`src/logic/afr_params.svh`:
```
// afr_params.svh - offsets, opcodes, reset values and timing counts
// assumes inclusion by bare name from afr design files
`ifndef AFR_PARAMS_SVH
`define AFR_PARAMS_SVH

// --------------------------------------------------------------
// command opcodes on the serial link
// --------------------------------------------------------------
`define AFR_OP_WAKE 8'h00
`define AFR_OP_SYNC 8'h04
`define AFR_OP_RESET 8'h06
`define AFR_OP_RDATA 8'h12
`define AFR_OP_OCAL 8'h62
`define AFR_OP_REGISTER_WRITE_COMMAND_HI 4'h4
`define AFR_SYNC_FIRST7 7'h02

// --------------------------------------------------------------
// device register indices and reset values
// --------------------------------------------------------------
`define AFR_REG_INSEL 4'h0
`define AFR_REG_BIAS 4'h1
`define AFR_REG_REFMON 4'h2
`define AFR_REG_GAINRATE 4'h3
`define AFR_REG_OFC0 4'h4
`define AFR_REG_FSC0 4'h7
`define AFR_NREGS 10
`define AFR_FSC_RESET 24'h400000
`define AFR_FSC_SHIFT 22
`define AFR_RATE_MAX 4'h9

// --------------------------------------------------------------
// timing
// --------------------------------------------------------------
`define AFR_SYNC_DELAY 3'h4
`define AFR_FILT_HOLD_MOD 32
`define AFR_SYS_PERIOD_NS 8
`define AFR_OSC_KHZ 4096
`define AFR_SCLK_MAX_NS 520
`define AFR_BYTE_SPACE_NS 4200
`define AFR_REGISTER_WRITE_COMMAND_GAP_OSC 64

// --------------------------------------------------------------
// host command port addresses
// --------------------------------------------------------------
`define AFR_H_CMD 2'h0
`define AFR_H_REGISTER_WRITE_COMMAND 2'h1
`define AFR_H_PINS 2'h2
`define AFR_H_STAT 2'h0
`define AFR_H_DATA 2'h1

`endif

```
`src/logic/afr_pkg.sv`:
```
// afr_pkg.sv - state types shared by both ends of the converter link
// assumes nothing beyond a SystemVerilog compiler
package afr_pkg;
    // device serial parser states, gray along command -> count -> data
    typedef enum logic [1:0] {
        RX_CMD = 2'h0,
        RX_CNT = 2'h1,
        RX_DATA = 2'h3,
        RX_RD = 2'h2
    } afr_rx_t;

    // host frame states
    typedef enum logic [1:0] {
        H_IDLE = 2'h0,
        H_SHIFT = 2'h1,
        H_GAP = 2'h3
    } afr_host_t;
endpackage

```
`src/logic/afr_link_if.sv`:
```
// afr_link_if.sv - serial link and control pins between host and converter
// assumes the host makes sclk; all wires are single-driver
`timescale 1ns/10ps
interface afr_link_if;
    logic sclk;
    logic cs_n;
    logic mosi;
    logic miso;
    logic start;
    logic reset_pin_n;
    logic conversion_ready_n;

    modport device (
        input sclk, cs_n, mosi, start, reset_pin_n,
        output miso, conversion_ready_n
    );
    modport host (
        output sclk, cs_n, mosi, start, reset_pin_n,
        input miso, conversion_ready_n
    );
endinterface

```
`src/logic/afr_device.sv`:
```
// afr_device.sv - converter end: register writes, filter reset, conversion
// timing, offset/gain scaling with clipping, serial command decode
// assumes link pins are asynchronous to sys_clk; filter_data is on sys_clk
`timescale 1ns/10ps
`include "afr_params.svh"

// Overview of operation
// - first result after start is fully settled
// - each register byte applies at its end
// - host keeps sclk and byte spacing fast
// - host waits 64 oscillator clocks between writes
// - listed writes, resync, start rise reset filter
// - resync resets four clocks after seventh fall
// - input select write resets filter on completion
// - other setup writes hold reset 32 modulator clocks
// - overlapping reset pulses combine, reset while any
// - short first length after resync, input write or calibration
// - long first length after other reset causes
// - later conversions use fixed per-rate length
// - subtract offset top, multiply gain over 400000h
// - saturate scaled output to sixteen bits
// - corrections load by write, offset also by calibration
// - host bounds large gain with offset
// - host clears overload before changing rate
// - host writes gain/rate before input select
// - host may rewrite input select alone
// - setup register writes restart like start rise
// - conversion end drives ready output low
module afr_device #(
    parameter int CLK_DIV = 30,
    parameter int MOD_DIV = 16
) (
    // clock and reset
    input wire logic sys_clk,
    input wire logic resetn,
    // link to host
    afr_link_if.device link,
    // user side
    input wire logic [15:0] filter_data,
    output logic [15:0] result,
    output logic result_valid,
    output logic filter_reset
);
    // ----------------------------------------------------------
    // constants and checks
    // ----------------------------------------------------------
    localparam int HOLD = `AFR_FILT_HOLD_MOD * MOD_DIV;
    localparam logic [79:0] CFG_RST = {`AFR_FSC_RESET, 56'h0};
    localparam logic [4:0] PIN_IDLE = 5'h12;
    localparam logic [19:0] LEN_SHORT [10] = '{20'd816160, 20'd408096,
        20'd204064, 20'd102072, 20'd51064, 20'd25560, 20'd12796,
        20'd6428, 20'd4156, 20'd2108};
    localparam logic [19:0] LEN_LONG [10] = '{20'd820265, 20'd412201,
        20'd208169, 20'd103106, 20'd52098, 20'd26594, 20'd13314,
        20'd6946, 20'd4674, 20'd2370};
    localparam logic [19:0] LEN_NEXT [10] = '{20'd816128, 20'd408064,
        20'd204032, 20'd102016, 20'd51008, 20'd25504, 20'd12736,
        20'd6368, 20'd4096, 20'd2048};

    if (CLK_DIV < 1 || CLK_DIV > 65535 || MOD_DIV < 1 || HOLD > 65535) begin : g_chk
        $error("afr_device: divider out of range");
    end

    // ----------------------------------------------------------
    // pin synchronisers: {reset, start, mosi, cs_n, sclk}
    // ----------------------------------------------------------
    logic [4:0] pin_s1, pin_s2, pin_s3, pin_q;
    logic sclk_d, start_d;

    // three flops, a change counts once stages two and three agree
    always_ff @(posedge sys_clk or negedge resetn) begin
        if (!resetn) begin
            pin_s1 <= PIN_IDLE;
            pin_s2 <= PIN_IDLE;
            pin_s3 <= PIN_IDLE;
            pin_q <= PIN_IDLE;
            sclk_d <= 1'b0;
            start_d <= 1'b0;
        end else begin
            pin_s1 <= {link.reset_pin_n, link.start, link.mosi, link.cs_n, link.sclk};
            pin_s2 <= pin_s1;
            pin_s3 <= pin_s2;
            pin_q <= (pin_s2 & pin_s3) | (pin_q & (pin_s2 ^ pin_s3));
            sclk_d <= pin_q[0];
            start_d <= pin_q[3];
        end
    end

    logic sclk_fall, sclk_rise, cs_idle, start_hi, start_rise, pin_rst;
    assign sclk_fall = sclk_d & ~pin_q[0];
    assign sclk_rise = ~sclk_d & pin_q[0];
    assign cs_idle = pin_q[1];
    assign start_hi = pin_q[3];
    assign start_rise = ~start_d & pin_q[3];
    assign pin_rst = ~pin_q[4];

    // ----------------------------------------------------------
    // converter clock tick
    // ----------------------------------------------------------
    logic [15:0] div_cnt;
    logic tick;

    // one-cycle enable at the converter system clock rate
    always_ff @(posedge sys_clk or negedge resetn) begin
        if (!resetn) begin
            div_cnt <= 16'h0;
            tick <= 1'b0;
        end else begin
            tick <= (div_cnt == 16'(CLK_DIV - 1));
            div_cnt <= (div_cnt == 16'(CLK_DIV - 1)) ? 16'h0 : div_cnt + 16'h1;
        end
    end

    // ----------------------------------------------------------
    // serial command parser
    // ----------------------------------------------------------
    afr_pkg::afr_rx_t rx_st;
    logic [2:0] bit_cnt;
    logic [7:0] sh;
    logic [3:0] wr_idx, wr_left, rd_cnt;
    logic [7:0] nb;
    logic byte_done, cmd_byte, wr_byte, rd_end;
    assign nb = {sh[6:0], pin_q[2]};
    assign byte_done = sclk_fall & ~cs_idle & (bit_cnt == 3'h7);
    assign cmd_byte = byte_done & (rx_st == afr_pkg::RX_CMD);
    assign wr_byte = byte_done & (rx_st == afr_pkg::RX_DATA);
    assign rd_end = sclk_fall & ~cs_idle & (rx_st == afr_pkg::RX_RD) & (rd_cnt == 4'hf);

    // bytes in msb first, sampled on falling sclk
    always_ff @(posedge sys_clk or negedge resetn) begin
        if (!resetn) begin
            rx_st <= afr_pkg::RX_CMD;
            bit_cnt <= 3'h0;
            sh <= 8'h0;
            wr_idx <= 4'h0;
            wr_left <= 4'h0;
            rd_cnt <= 4'h0;
        end else if (cs_idle) begin
            rx_st <= afr_pkg::RX_CMD;
            bit_cnt <= 3'h0;
        end else if (sclk_fall) begin
            sh <= nb;
            bit_cnt <= bit_cnt + 3'h1;
            if (rx_st == afr_pkg::RX_RD) begin
                rd_cnt <= rd_cnt + 4'h1;
                if (rd_cnt == 4'hf) begin
                    rx_st <= afr_pkg::RX_CMD;
                    bit_cnt <= 3'h0;
                end
            end else if (bit_cnt == 3'h7) begin
                case (rx_st)
                    afr_pkg::RX_CMD: begin
                        if (nb[7:4] == `AFR_OP_REGISTER_WRITE_COMMAND_HI) begin
                            wr_idx <= nb[3:0];
                            rx_st <= afr_pkg::RX_CNT;
                        end else if (nb == `AFR_OP_RDATA) begin
                            rd_cnt <= 4'h0;
                            rx_st <= afr_pkg::RX_RD;
                        end
                    end
                    afr_pkg::RX_CNT: begin
                        wr_left <= nb[3:0];
                        rx_st <= afr_pkg::RX_DATA;
                    end
                    default: begin
                        wr_idx <= wr_idx + 4'h1;
                        wr_left <= wr_left - 4'h1;
                        if (wr_left == 4'h0) rx_st <= afr_pkg::RX_CMD;
                    end
                endcase
            end
        end
    end

    logic sync7, wake_ev, soft_rst, ocal_ev;
    assign sync7 = sclk_fall & ~cs_idle & (rx_st == afr_pkg::RX_CMD) & (bit_cnt == 3'h6)
        & ({sh[5:0], pin_q[2]} == `AFR_SYNC_FIRST7);
    assign wake_ev = cmd_byte & (nb == `AFR_OP_WAKE);
    assign ocal_ev = cmd_byte & (nb == `AFR_OP_OCAL);
    assign soft_rst = pin_rst | (cmd_byte & (nb == `AFR_OP_RESET));

    // ----------------------------------------------------------
    // register file
    // ----------------------------------------------------------
    logic [7:0] cfg [`AFR_NREGS];
    logic ocal_load;
    logic [23:0] ocal_val;
    assign ocal_val = {filter_data, 8'h00};

    for (genvar g = 0; g < `AFR_NREGS; g++) begin : g_reg
        // each byte takes effect as soon as it is complete
        always_ff @(posedge sys_clk or negedge resetn) begin
            if (!resetn) begin
                cfg[g] <= CFG_RST[8*g +: 8];
            end else if (soft_rst) begin
                cfg[g] <= CFG_RST[8*g +: 8];
            end else if (wr_byte && wr_idx == 4'(g)) begin
                cfg[g] <= nb;
            end else if (ocal_load && g >= `AFR_REG_OFC0 && g < `AFR_REG_OFC0 + 3) begin
                cfg[g] <= ocal_val[8*((g - `AFR_REG_OFC0) % 3) +: 8];
            end
        end
    end

    // ----------------------------------------------------------
    // filter reset sources
    // ----------------------------------------------------------
    logic [2:0] sync_cnt;
    logic [15:0] hold_cnt;
    logic sync_fire, short_ev, long_ev, first_long;
    logic setup_wr;
    assign sync_fire = tick & (sync_cnt == 3'h1);
    assign setup_wr = wr_byte & (wr_idx >= `AFR_REG_BIAS) & (wr_idx <= `AFR_REG_GAINRATE);
    assign short_ev = sync_fire | ocal_ev | (wr_byte & (wr_idx == `AFR_REG_INSEL));
    assign long_ev = setup_wr | start_rise | wake_ev | soft_rst;

    // resync counts converter clocks after the seventh falling edge
    always_ff @(posedge sys_clk or negedge resetn) begin
        if (!resetn) begin
            sync_cnt <= 3'h0;
        end else if (sync7) begin
            sync_cnt <= `AFR_SYNC_DELAY;
        end else if (tick && sync_cnt != 3'h0) begin
            sync_cnt <= sync_cnt - 3'h1;
        end
    end

    // a fresh pulse reloads to full length, so overlaps merge
    always_ff @(posedge sys_clk or negedge resetn) begin
        if (!resetn) begin
            hold_cnt <= 16'(HOLD);
            first_long <= 1'b1;
        end else begin
            if (long_ev) begin
                hold_cnt <= 16'(HOLD);
            end else if (tick && hold_cnt != 16'h0) begin
                hold_cnt <= hold_cnt - 16'h1;
            end
            if (long_ev) begin
                first_long <= 1'b1;
            end else if (short_ev && hold_cnt == 16'h0) begin
                first_long <= 1'b0;
            end
        end
    end

    // ----------------------------------------------------------
    // conversion length counter
    // ----------------------------------------------------------
    logic [3:0] rate;
    logic [19:0] conv_cnt, conv_len;
    logic first, in_reset, conv_done;
    assign rate = (cfg[`AFR_REG_GAINRATE][3:0] > `AFR_RATE_MAX) ? `AFR_RATE_MAX
        : cfg[`AFR_REG_GAINRATE][3:0];
    assign conv_len = !first ? LEN_NEXT[rate]
        : (first_long ? LEN_LONG[rate] : LEN_SHORT[rate]);
    assign in_reset = short_ev | long_ev | (hold_cnt != 16'h0) | ~start_hi;
    assign conv_done = tick & ~in_reset & (conv_cnt == conv_len - 20'h1);

    // any filter reset drops the running conversion
    always_ff @(posedge sys_clk or negedge resetn) begin
        if (!resetn) begin
            conv_cnt <= 20'h0;
            first <= 1'b1;
        end else if (in_reset) begin
            conv_cnt <= 20'h0;
            first <= 1'b1;
        end else if (tick) begin
            conv_cnt <= conv_done ? 20'h0 : conv_cnt + 20'h1;
            if (conv_done) first <= 1'b0;
        end
    end

    // ----------------------------------------------------------
    // offset and gain scaling
    // ----------------------------------------------------------
    logic [23:0] offset_correction, gain_correction;
    logic signed [16:0] diff;
    logic signed [41:0] prod, scaled;
    logic [15:0] clipped;
    assign offset_correction = {cfg[`AFR_REG_OFC0 + 2], cfg[`AFR_REG_OFC0 + 1], cfg[`AFR_REG_OFC0]};
    assign gain_correction = {cfg[`AFR_REG_FSC0 + 2], cfg[`AFR_REG_FSC0 + 1], cfg[`AFR_REG_FSC0]};
    assign diff = $signed({filter_data[15], filter_data}) - $signed({offset_correction[23], offset_correction[23:8]});
    assign prod = 42'(diff) * $signed({18'h0, gain_correction});
    assign scaled = prod >>> `AFR_FSC_SHIFT;
    assign clipped = (scaled > 42'sd32767) ? 16'h7fff
        : (scaled < -42'sd32768) ? 16'h8000 : scaled[15:0];

    // ----------------------------------------------------------
    // result, ready and readout
    // ----------------------------------------------------------
    logic ocal_pend;
    logic [15:0] tx;
    assign ocal_load = conv_done & ocal_pend;

    // offset calibration takes the next finished raw value
    always_ff @(posedge sys_clk or negedge resetn) begin
        if (!resetn) ocal_pend <= 1'b0;
        else if (ocal_ev) ocal_pend <= 1'b1;
        else if (conv_done || soft_rst) ocal_pend <= 1'b0;
    end

    // each full-length conversion yields settled data
    always_ff @(posedge sys_clk or negedge resetn) begin
        if (!resetn) begin
            result <= 16'h0;
            result_valid <= 1'b0;
            filter_reset <= 1'b1;
            link.conversion_ready_n <= 1'b1;
        end else begin
            result_valid <= conv_done;
            filter_reset <= in_reset;
            if (conv_done) begin
                result <= clipped;
                link.conversion_ready_n <= 1'b0;
            end else if (rd_end || soft_rst) begin
                link.conversion_ready_n <= 1'b1;
            end
        end
    end

    // read data shifted out msb first on rising sclk
    always_ff @(posedge sys_clk or negedge resetn) begin
        if (!resetn) begin
            tx <= 16'h0;
            link.miso <= 1'b0;
        end else if (cmd_byte && nb == `AFR_OP_RDATA) begin
            tx <= result;
        end else if (sclk_rise && rx_st == afr_pkg::RX_RD) begin
            link.miso <= tx[15];
            tx <= {tx[14:0], 1'b0};
        end
    end
endmodule

```
`src/flat_wrapper.sv`:
```
// flat-port wrapper written by rule: the top's interface ports become plain ports
module afr_device_flat 
#(
    parameter int CLK_DIV = 30,
    parameter int MOD_DIV = 16
)
  (sys_clk, resetn, filter_data, result, result_valid, filter_reset, link_sclk, link_cs_n, link_mosi, link_start, link_reset_pin_n, link_miso, link_conversion_ready_n);
  afr_link_if link_i ();
  input wire logic sys_clk;
  input wire logic resetn;
  input wire logic [15:0] filter_data;
  output logic [15:0] result;
  output logic result_valid;
  output logic filter_reset;
  input wire logic [$bits(link_i.sclk)-1:0] link_sclk;
  input wire logic [$bits(link_i.cs_n)-1:0] link_cs_n;
  input wire logic [$bits(link_i.mosi)-1:0] link_mosi;
  input wire logic [$bits(link_i.start)-1:0] link_start;
  input wire logic [$bits(link_i.reset_pin_n)-1:0] link_reset_pin_n;
  output wire logic [$bits(link_i.miso)-1:0] link_miso;
  output wire logic [$bits(link_i.conversion_ready_n)-1:0] link_conversion_ready_n;
  assign link_i.sclk = link_sclk;
  assign link_i.cs_n = link_cs_n;
  assign link_i.mosi = link_mosi;
  assign link_i.start = link_start;
  assign link_i.reset_pin_n = link_reset_pin_n;
  assign link_miso = link_i.miso;
  assign link_conversion_ready_n = link_i.conversion_ready_n;
  afr_device #(.CLK_DIV(CLK_DIV), .MOD_DIV(MOD_DIV)) u_core (.sys_clk(sys_clk), .resetn(resetn), .link(link_i), .filter_data(filter_data), .result(result), .result_valid(result_valid), .filter_reset(filter_reset));
endmodule
```
`config.mk`:
```
export PLATFORM = sky130hd
export DESIGN_NAME = afr_device_flat
export DESIGN_NICKNAME = d
export VERILOG_FILES = /design/src/logic/afr_pkg.sv /design/src/logic/afr_link_if.sv /design/src/logic/afr_device.sv /design/src/flat_wrapper.sv
export VERILOG_INCLUDE_DIRS = /design/src /design/src/logic
export SDC_FILE = /design/constraint.sdc
export NUM_CORES = 1
export LEC_CHECK = 0
export ABC_AREA = 1
export BUFFER_PORTS_ARGS = -buffer_cell sky130_fd_sc_hd__buf_2
export CAP_MARGIN = 20
export CORE_MARGIN = 2
export CORE_UTILIZATION = 61
export CTS_CLUSTER_SIZE = 30
export DETAILED_ROUTE_END_ITERATION = 10
export MAX_ROUTING_LAYER = met4
export PLACE_DENSITY = 0.78
export RECOVER_POWER = 25
export SKIP_LAST_GASP = 1
export SYNTH_ARGS = -nofsm -noshare
export SYNTH_HDL_FRONTEND = slang
export SYNTH_SLANG_ARGS = --single-unit
```
`constraint.sdc`:
```
create_clock -name sys_clk -period 23.3 [get_ports sys_clk]
set_input_delay 1.165 -clock sys_clk [delete_from_list [all_inputs] [get_ports sys_clk]]
set_output_delay 1.165 -clock sys_clk [all_outputs]
set_load 0.01 [all_outputs]
```
==> results by group, run 1 <==
Synth
  • Predominant post-synthesis flop cell: dfrtp_1
  • Ys Warns: 0
  • Post-Synthesis Cell Area: around 0.024 mm²
  • Ys async rst share: 100%
  • Synth unique cells: 55
  • Syn avg cell area: slightly below 8 µm²
  • FF+latch count, synth: 185
  • Synth Net Count: between 3,000 and 4,000
  • Number of enable flip-flop cells after synthesis: 0
  • Cell taking the most area after synthesis: fa_1
  • Cells after synthesis: 3,148
  • Portion of synthesized cell area occupied by the leading cell type: 27.2%
  • Sequential cell area fraction in the yosys report: 19.2%
  • Top cells by area in the synthesized netlist: fa_1 (27%), dfrtp_1 (18%), inv_1 (11%)

Power and ir drop
  • Post-layout power: 3.74 mW
  • Areal power density over the cells: 147 mW/mm²
  • Static leakage power: roughly 13 nW
  • Largest voltage drop on the vdd net: 195 µV

Routing
  • DRT met1 WL: 26.2 mm
  • TritonRoute pass-1 iters: 6
  • Met2 Routed Length: 32.5 mm
  • ANT nets after route: 0
  • Wire length per cell after detailed routing: between 15 and 20 µm
  • Length of routed met3 wiring: 4.90 mm
  • Vias post-DR: 21,100
  • Aggregate routed wire length: 68.1 mm
  • # DRC: 0
  • Top routing layer in use: met4
  • Via/cell ratio: ~5.7
  • Number of DRC markers in iteration 0: 1,808

STA
  • Final Hold Fails: 0
  • Final TNS setup: 0 ns
  • Worst Setup Slack, final: 13.56 ns
  • Headroom to the max-slew limit: -274%
  • Final worst clock skew: 0.0126 ns
  • Ratio of final minimum period to clock period: 41.8%
  • Fmax achieved: 103 MHz
  • Setup violation total in the final timing report: 0
  • Clock period minus final worst setup slack: 9.74 ns
  • Slew at the pin closest to its max-slew limit: about 5.6 ns
  • RSZ-0062 raised after global routing: no
  • Max Transition Viols Final: between 100 and 150

Cells and area
  • Area growth from synthesis to layout: 5.24%
  • Storage cell area: 0.00465 mm²
  • Fraction of layout cells with a size suffix above 1: 4.83%
  • Design Area, Final: 0.0255 mm²
  • Non-filler instance count after layout: ~3,700
  • Filler instances: 3,473
  • Multi-input gate area: 0.0166 mm²
  • Most used cells in the layout excluding fill and tap cells: inv_1 (679), nand2_1 (657), nor2_1 (330)
  • Most frequent standard cell in the layout excluding fill and tap cells: inv_1
  • Count of nets after finishing: 3,674

Clocking
  • Max Buffers Root-to-Sink: 2
  • Total of cells resized after clock tree synthesis: 0
  • Number of clock buffers inserted by TritonCTS: 17
  • TritonCTS clock tree: built
  • CTS root buf: clkbuf_16
  • Reg clk slew, reported paths: 0.08 ns
  • Clock latency of the later-clocked register in the worst-skew pair: 0.47 ns
  • # Post-CTS Setup Buffers: 0
  • CTS hold repair buffers: 0
  • Clock H-tree levels: 4
  • Clock Sink Count: around 190

Floorplan
  • Number of primary I/O pins: 43
  • Chip height: ~200 µm
  • Die boundary width: 203 µm
  • Core outline area: 0.0395 mm²
  • Total die area: 0.0413 mm²
  • Number of rows created at floorplan: 73
  • Starting Density: 61.4%

GRT
  • Number of antenna violations at the first check in global routing: 1
  • Via count of the first global-routing pass: 21,600
  • Largest net degree at the start of global routing: 106
  • Overall routing resource usage: around 36%
  • Remaining global-route overflow: 0
  • First-pass GRT wire length: 112 mm

Critical path
  • Slowest cell delay on critical path: 0.78 ns
  • Worst Path Required: ~24 ns
  • Endpoint arrival time on the critical path: between 10 and 15 ns
  • Category of the critical setup timing path: in -> reg
  • Crit path launch type: primary input
  • Register-to-register path setup slack: roughly 14 ns
  • Worst setup EP type: flop
  • Slowest cell on the critical path: o21bai_1
  • Cell occurring most often along the worst timing path: nand2_1
  • Crit-path max FO: 17

Placement
  • Placer congestion estimate: between 1 and 1.5
  • Total placed instance area: about 0.025 mm²
  • Place WS: 13.32 ns
  • Sum of net half-perimeters after detailed placement: 53.8 mm
  • Count of input and output buffers: between 40 and 50
  • Post-Place Cells: 3,639

Min path
  • Worst hold path class: reg -> reg

Run status
  • Status: finished, violations left
  • Violations in the final reports: max-capacitance violations, max-slew violations

Run
  • Maximum Capacitance Violations: 1
## registers in the layout, indices dropped and copies added (netlist names), 2 cells and up
register and cells:
u_core.bit_cnt 3, u_core.cfg 44, u_core.conv_cnt 20, u_core.div_cnt 16
u_core.hold_cnt 16, u_core.pin_q 5, u_core.pin_s1 5, u_core.pin_s2 5
u_core.pin_s3 5, u_core.rd_cnt 4, u_core.result 16, u_core.rx_st 2
u_core.sh 7, u_core.sync_cnt 3, u_core.tx 16, u_core.wr_idx 4
u_core.wr_left 4
## layer usage
layer	global-route usage, %	up-vias
met2	58.1	939
met5	-	-
met4	21.5	0
met1	42.8	10200
met3	5.82	283
li1	-	9624
## Yosys cell counts (all sizes together) (2+ instances only)
master,number
clkbuf,72
a21o,14
a2bb2oi,6
a21boi,2
and3,2
nor3,44
nand3b,4
ha,186
o221ai,11
buf,11
dfrtp,171
dfstp,14
o31ai,3
o21bai,8
nor4,14
clkinv,7
o21a,3
a22oi,12
nand3,203
fa,329
or2,25
xnor2,12
nand2,662
a21oi,95
o21ai,119
nand4,33
nor2,340
inv,686
a31oi,11
xor2,28
o211ai,9
## cell families after synthesis
family	share of synthesized area [%]
buffers and inverters	12.2
AO/OA/AOI/OAI	7.20
adder cells (fa/ha/maj)	36.8
XOR/XNOR	1.45
AND/OR/NAND/NOR	23.1
flip-flops	19.2
multiplexers	0.0465
## critical path, delay by kind of cell
kind	cells	cell delay, ns
buffers and inverters	7	0.85
adder cells (fa/ha/maj)	8	3.75
AND/OR/NAND/NOR	21	3.48
AO/OA/AOI/OAI	2	0.88
## report_power, final
part,internal [mW],switching (mW),leakage [nW]
clock network,0.156,0.152,0.299
registers,0.349,0.0600,2.37
logic,1.03,1.99,10.7
total,1.54,2.20,13.4
## cell type report
type,instances,share of cell area (%)
multi-input combinational,2187,65.2
sequential,185,18.2
inverter,693,10.2
tap,525,2.58
clock buffer,17,1.67
timing repair buffer,52,1.29
clock inverter,15,0.770
antenna,1,0.00981
## through the flow
stage | hold WS (ns) | utilization, %
finish | 0.350 | 64.6
global route | 0.360 | 64.6
CTS | 0.352 | 64.5
detailed placement | 0.335 | 62.9
global placement | 0.333 | 62.9
floorplan | 0.331 | -
## final timing paths
path,cells after the start,start,endpoint
max reg2reg,38,u_core.cfg[25],u_core.result[7]
min,0,u_core.pin_s1[3],u_core.pin_s2[3]
max in group asynchronous,1,resetn,u_core.hold_cnt[15]
max,38,filter_data[9],u_core.result[7]
min reg2reg,0,u_core.pin_s1[3],u_core.pin_s2[3]
min in group asynchronous,1,resetn,u_core.conv_cnt[7]
Power figures use the tool's default switching activity.
==> run 2, diff against run 1 <==
==> constraint.sdc (replaced) <==
create_clock -name sys_clk -period 9.2 [get_ports sys_clk]
set_input_delay 0.46 -clock sys_clk [delete_from_list [all_inputs] [get_ports sys_clk]]
set_output_delay 0.46 -clock sys_clk [all_outputs]
set_load 0.01 [all_outputs]
==> run 2 against run 1 <==
- the run still ends with max-capacitance violations, max-slew violations left
- worst setup slack got worse by 13 ns
- clock-buffer cell count unchanged
- sequential cell count did not move
- die area stayed put
- power increased to 2.6 times the previous value
- final area up 0.16%
- clock power grew 150%
- combinational power increased to 2.6 times the previous value
- sequential power grew to 2.5 times the previous value
- highest routed layer unchanged
==> results by group, run 2 (synthesis gave the netlist of run 1 again) <==
Clocking
  • # Post-CTS Setup Buffers: 0 (unchanged)
  • Number of clock buffers inserted by TritonCTS: 17 (unchanged)
  • Total of cells resized after clock tree synthesis: 0 (unchanged)
  • Clock H-tree levels: 4 (unchanged)
  • CTS hold repair buffers: 1 (+1)
  • Clock latency of the later-clocked register in the worst-skew pair: 0.47 ns (about the same)
  • TritonCTS clock tree: built
  • Reg clk slew, reported paths: 0.07 ns (about the same)
  • Max Buffers Root-to-Sink: 2 (unchanged)
  • CTS root buf: clkbuf_16
  • Clock Sink Count: 185 (unchanged)

Placement
  • Sum of net half-perimeters after detailed placement: 55.8 mm (+3.6%)
  • Count of input and output buffers: 42 (unchanged)
  • Placer congestion estimate: 1.02 (-0.43%)

STA
  • Final TNS setup: 0 ns (unchanged)
  • Final Hold Fails: 0 (unchanged)
  • Clock period minus final worst setup slack: around 8.6 ns
  • RSZ-0062 raised after global routing: no
  • Worst hold slack: 0.0894 ns (-0.261 ns)
  • Final worst clock skew: 0.0179 ns (+0.00537 ns)
  • Ratio of final minimum period to clock period: 93.8%
  • Slew at the pin closest to its max-slew limit: 3.72 ns (-1.89 ns)
  • Setup violation total in the final timing report: 0 (unchanged)
  • Headroom to the max-slew limit: -148% (+130 points)
  • Max Transition Viols Final: 66 (-38%)
  • Fmax achieved: 116 MHz

Power and ir drop
  • Areal power density over the cells: 375 mW/mm² (+160%)
  • Reported net switching power: 5.65 mW (+160%)
  • Sequential group share of total power: 10.9% (about the same)
  • Static leakage power: 13.4 nW (+0.15%)
  • Net switching share of the total power: 59.1% (+0.23 points)
  • Clock network fraction of design power: 7.9% (-0.3 points)
  • Portion of total power attributed to combinational logic: 81.2% (+0.4 points)
  • Largest voltage drop on the vdd net: 382 µV (+96%)
  • Internal power: 3.92 mW (+150%)

Cells and area
  • Number of flip-flops under the largest register name: 44 (unchanged)
  • Fraction of layout cells with a size suffix above 1: 5.06% (+0.23 points)
  • Count of nets after finishing: 3,687 (+0.35%)
  • Most used cells in the layout excluding fill and tap cells: inv_1 (679), nand2_1 (657), nor2_1 (330)
  • Area growth from synthesis to layout: 5.41%
  • Most frequent standard cell in the layout excluding fill and tap cells: inv_1
  • Largest Register: u_core.cfg
  • Largest regs: u_core.cfg: 44 flops, u_core.conv_cnt: 20 flops

Critical path
  • Buffers and inverters on the worst path: 7 (unchanged)
  • Worst Path Required: 9.60 ns (-14.11 ns)
  • Cell occurring most often along the worst timing path: nand2_1
  • Slowest cell on the critical path: nand2_1
  • Worst r2r src: u_core.cfg[25]
  • Count of cells along the worst register-to-register path: 33 (-13%)
  • Category of the critical setup timing path: reg -> reg
  • Cell count along the critical path: 33 (-13%)
  • Slowest cell delay on critical path: 0.64 ns (-0.14 ns)
  • Crit-path max FO: 15 (-2)
  • Crit path launch type: flop
  • Worst setup EP type: flop
  • R2R Path End: u_core.result[10]
  • Cell family contributing the most delay on the critical path: adder cells
  • Register-to-register path setup slack: 0.57 ns (-13.39 ns)
  • Endpoint arrival time on the critical path: 9.03 ns (-1.12 ns)

Routing
  • ANT nets after route: 0 (unchanged)
  • Wire length per cell after detailed routing: 19.0 µm (+2.5%)
  • TritonRoute pass-1 iters: 6 (unchanged)
  • Via/cell ratio: 5.71 (-0.45%)
  • Vias post-DR: 21,100 (-0.066%)
  • Number of DRC markers in iteration 0: 1,820 (+0.66%)
  • Aggregate routed wire length: 70.1 mm (+2.9%)
  • # DRC: 0 (unchanged)

Run status
  • Violations in the final reports: max-capacitance violations, max-slew violations
  • Status: finished, violations left

GRT
  • First-pass GRT wire length: 114 mm (+1.9%)
  • Remaining global-route overflow: 0 (unchanged)
  • Largest net degree at the start of global routing: 66 (-38%)
  • Via count of the first global-routing pass: 21,900 (+1.4%)
  • Number of antenna violations at the first check in global routing: 2 (+1)
  • Overall routing resource usage: 36.8% (+0.81 points)

Floorplan
  • Chip height: 203 µm (unchanged)
  • Total die area: 0.0413 mm² (unchanged)
  • Die boundary width: 203 µm (unchanged)
  • Core outline area: 0.0395 mm² (unchanged)
  • Number of rows created at floorplan: 73 (unchanged)
  • Starting Density: 61.4% (unchanged)
  • Number of primary I/O pins: 43 (unchanged)

Run
  • Maximum Capacitance Violations: 1 (unchanged)

Min path
  • Worst hold path depth: 1 (+1)
  • Worst hold path class: in -> reg
  • Startpoint of the tightest hold check path: link_reset_pin_n
  • Hold Crit Endpoint: u_core.pin_s1[4]
## run 2: cell types whose count changed in the layout (fill, tap and decap cells not counted), moves of 2 or more
cell      delta
buf_16       -2
buf_2        -5
buf_4       +16
clkbuf_1     +4
clkinv_4     +2
## run 2: routing by layer
layer  GRT usage (%)  vias up  share of wire [%]
li1                -     9652                  -
met1            43.5    10200                 39
met2            59.5      882                 48
met3            6.60      272                7.3
met4            21.4        0                6.5
met5               -        -                  0
## run 2: final cells by class
type,count,area [µm²]
Multi-Input combinational cell,2187,16600
Tap cell,525,657
Clock buffer,17,425
Timing Repair Buffer,65,379
Inverter,693,2600
Fill cell,3482,13900
Clock inverter,15,185
Sequential cell,185,4650
Antenna cell,2,5.00
## run 2: power by group through the flow
stage / registers, mW / clock network, mW / logic (mW)
global placement: 1.04 / 0 / 7.54
finish: 1.04 / 0.758 / 7.77
floorplan: 0.945 / 0 / 5.35
CTS: 1.03 / 0.778 / 7.66
global route: 1.05 / 0.806 / 8.82
detailed placement: 1.05 / 0 / 7.57
## run 2: worst register-to-register path, delay by kind of cell, from the launching register on
family / cells / cell delay (ns)
adders and majority gates: 8 / 3.56
and+or+nand+nor: 13 / 2.92
AOI/OAI and AO/OA: 4 / 0.72
buffers and inverters: 7 / 0.69
DFF: 1 / 0.36
xor gates and xnor gates: 1 / 0.28
## run 2: how the worst max path moves through the flow
stage	startpoint	to	slack, ns
3_3_place_gp	filter_data[2]	u_core.result[1]	0.83
3_5_place_dp	filter_data[2]	u_core.result[10]	0.72
4_1_cts	u_core.cfg[25]	u_core.result[13]	0.88
6_report	u_core.cfg[25]	u_core.result[10]	0.57
2_1_floorplan	filter_data[0]	u_core.result[10]	1.54
5_1_grt	u_core.cfg[25]	u_core.result[10]	0.18
## run 2: through the flow
step                cells  power (mW)  instance area, µm²  worst slack [ns]  utilization [%]
floorplan            3148        6.29               24200              1.54                -
finish               3689        9.57               25500             0.574             64.7
detailed placement   3653        8.62               24900             0.720             63.2
global route         3689        10.7               25500             0.177             64.7
global placement     3653        8.58               24900             0.830             63.2
CTS                  3686        9.47               25500             0.878             64.7
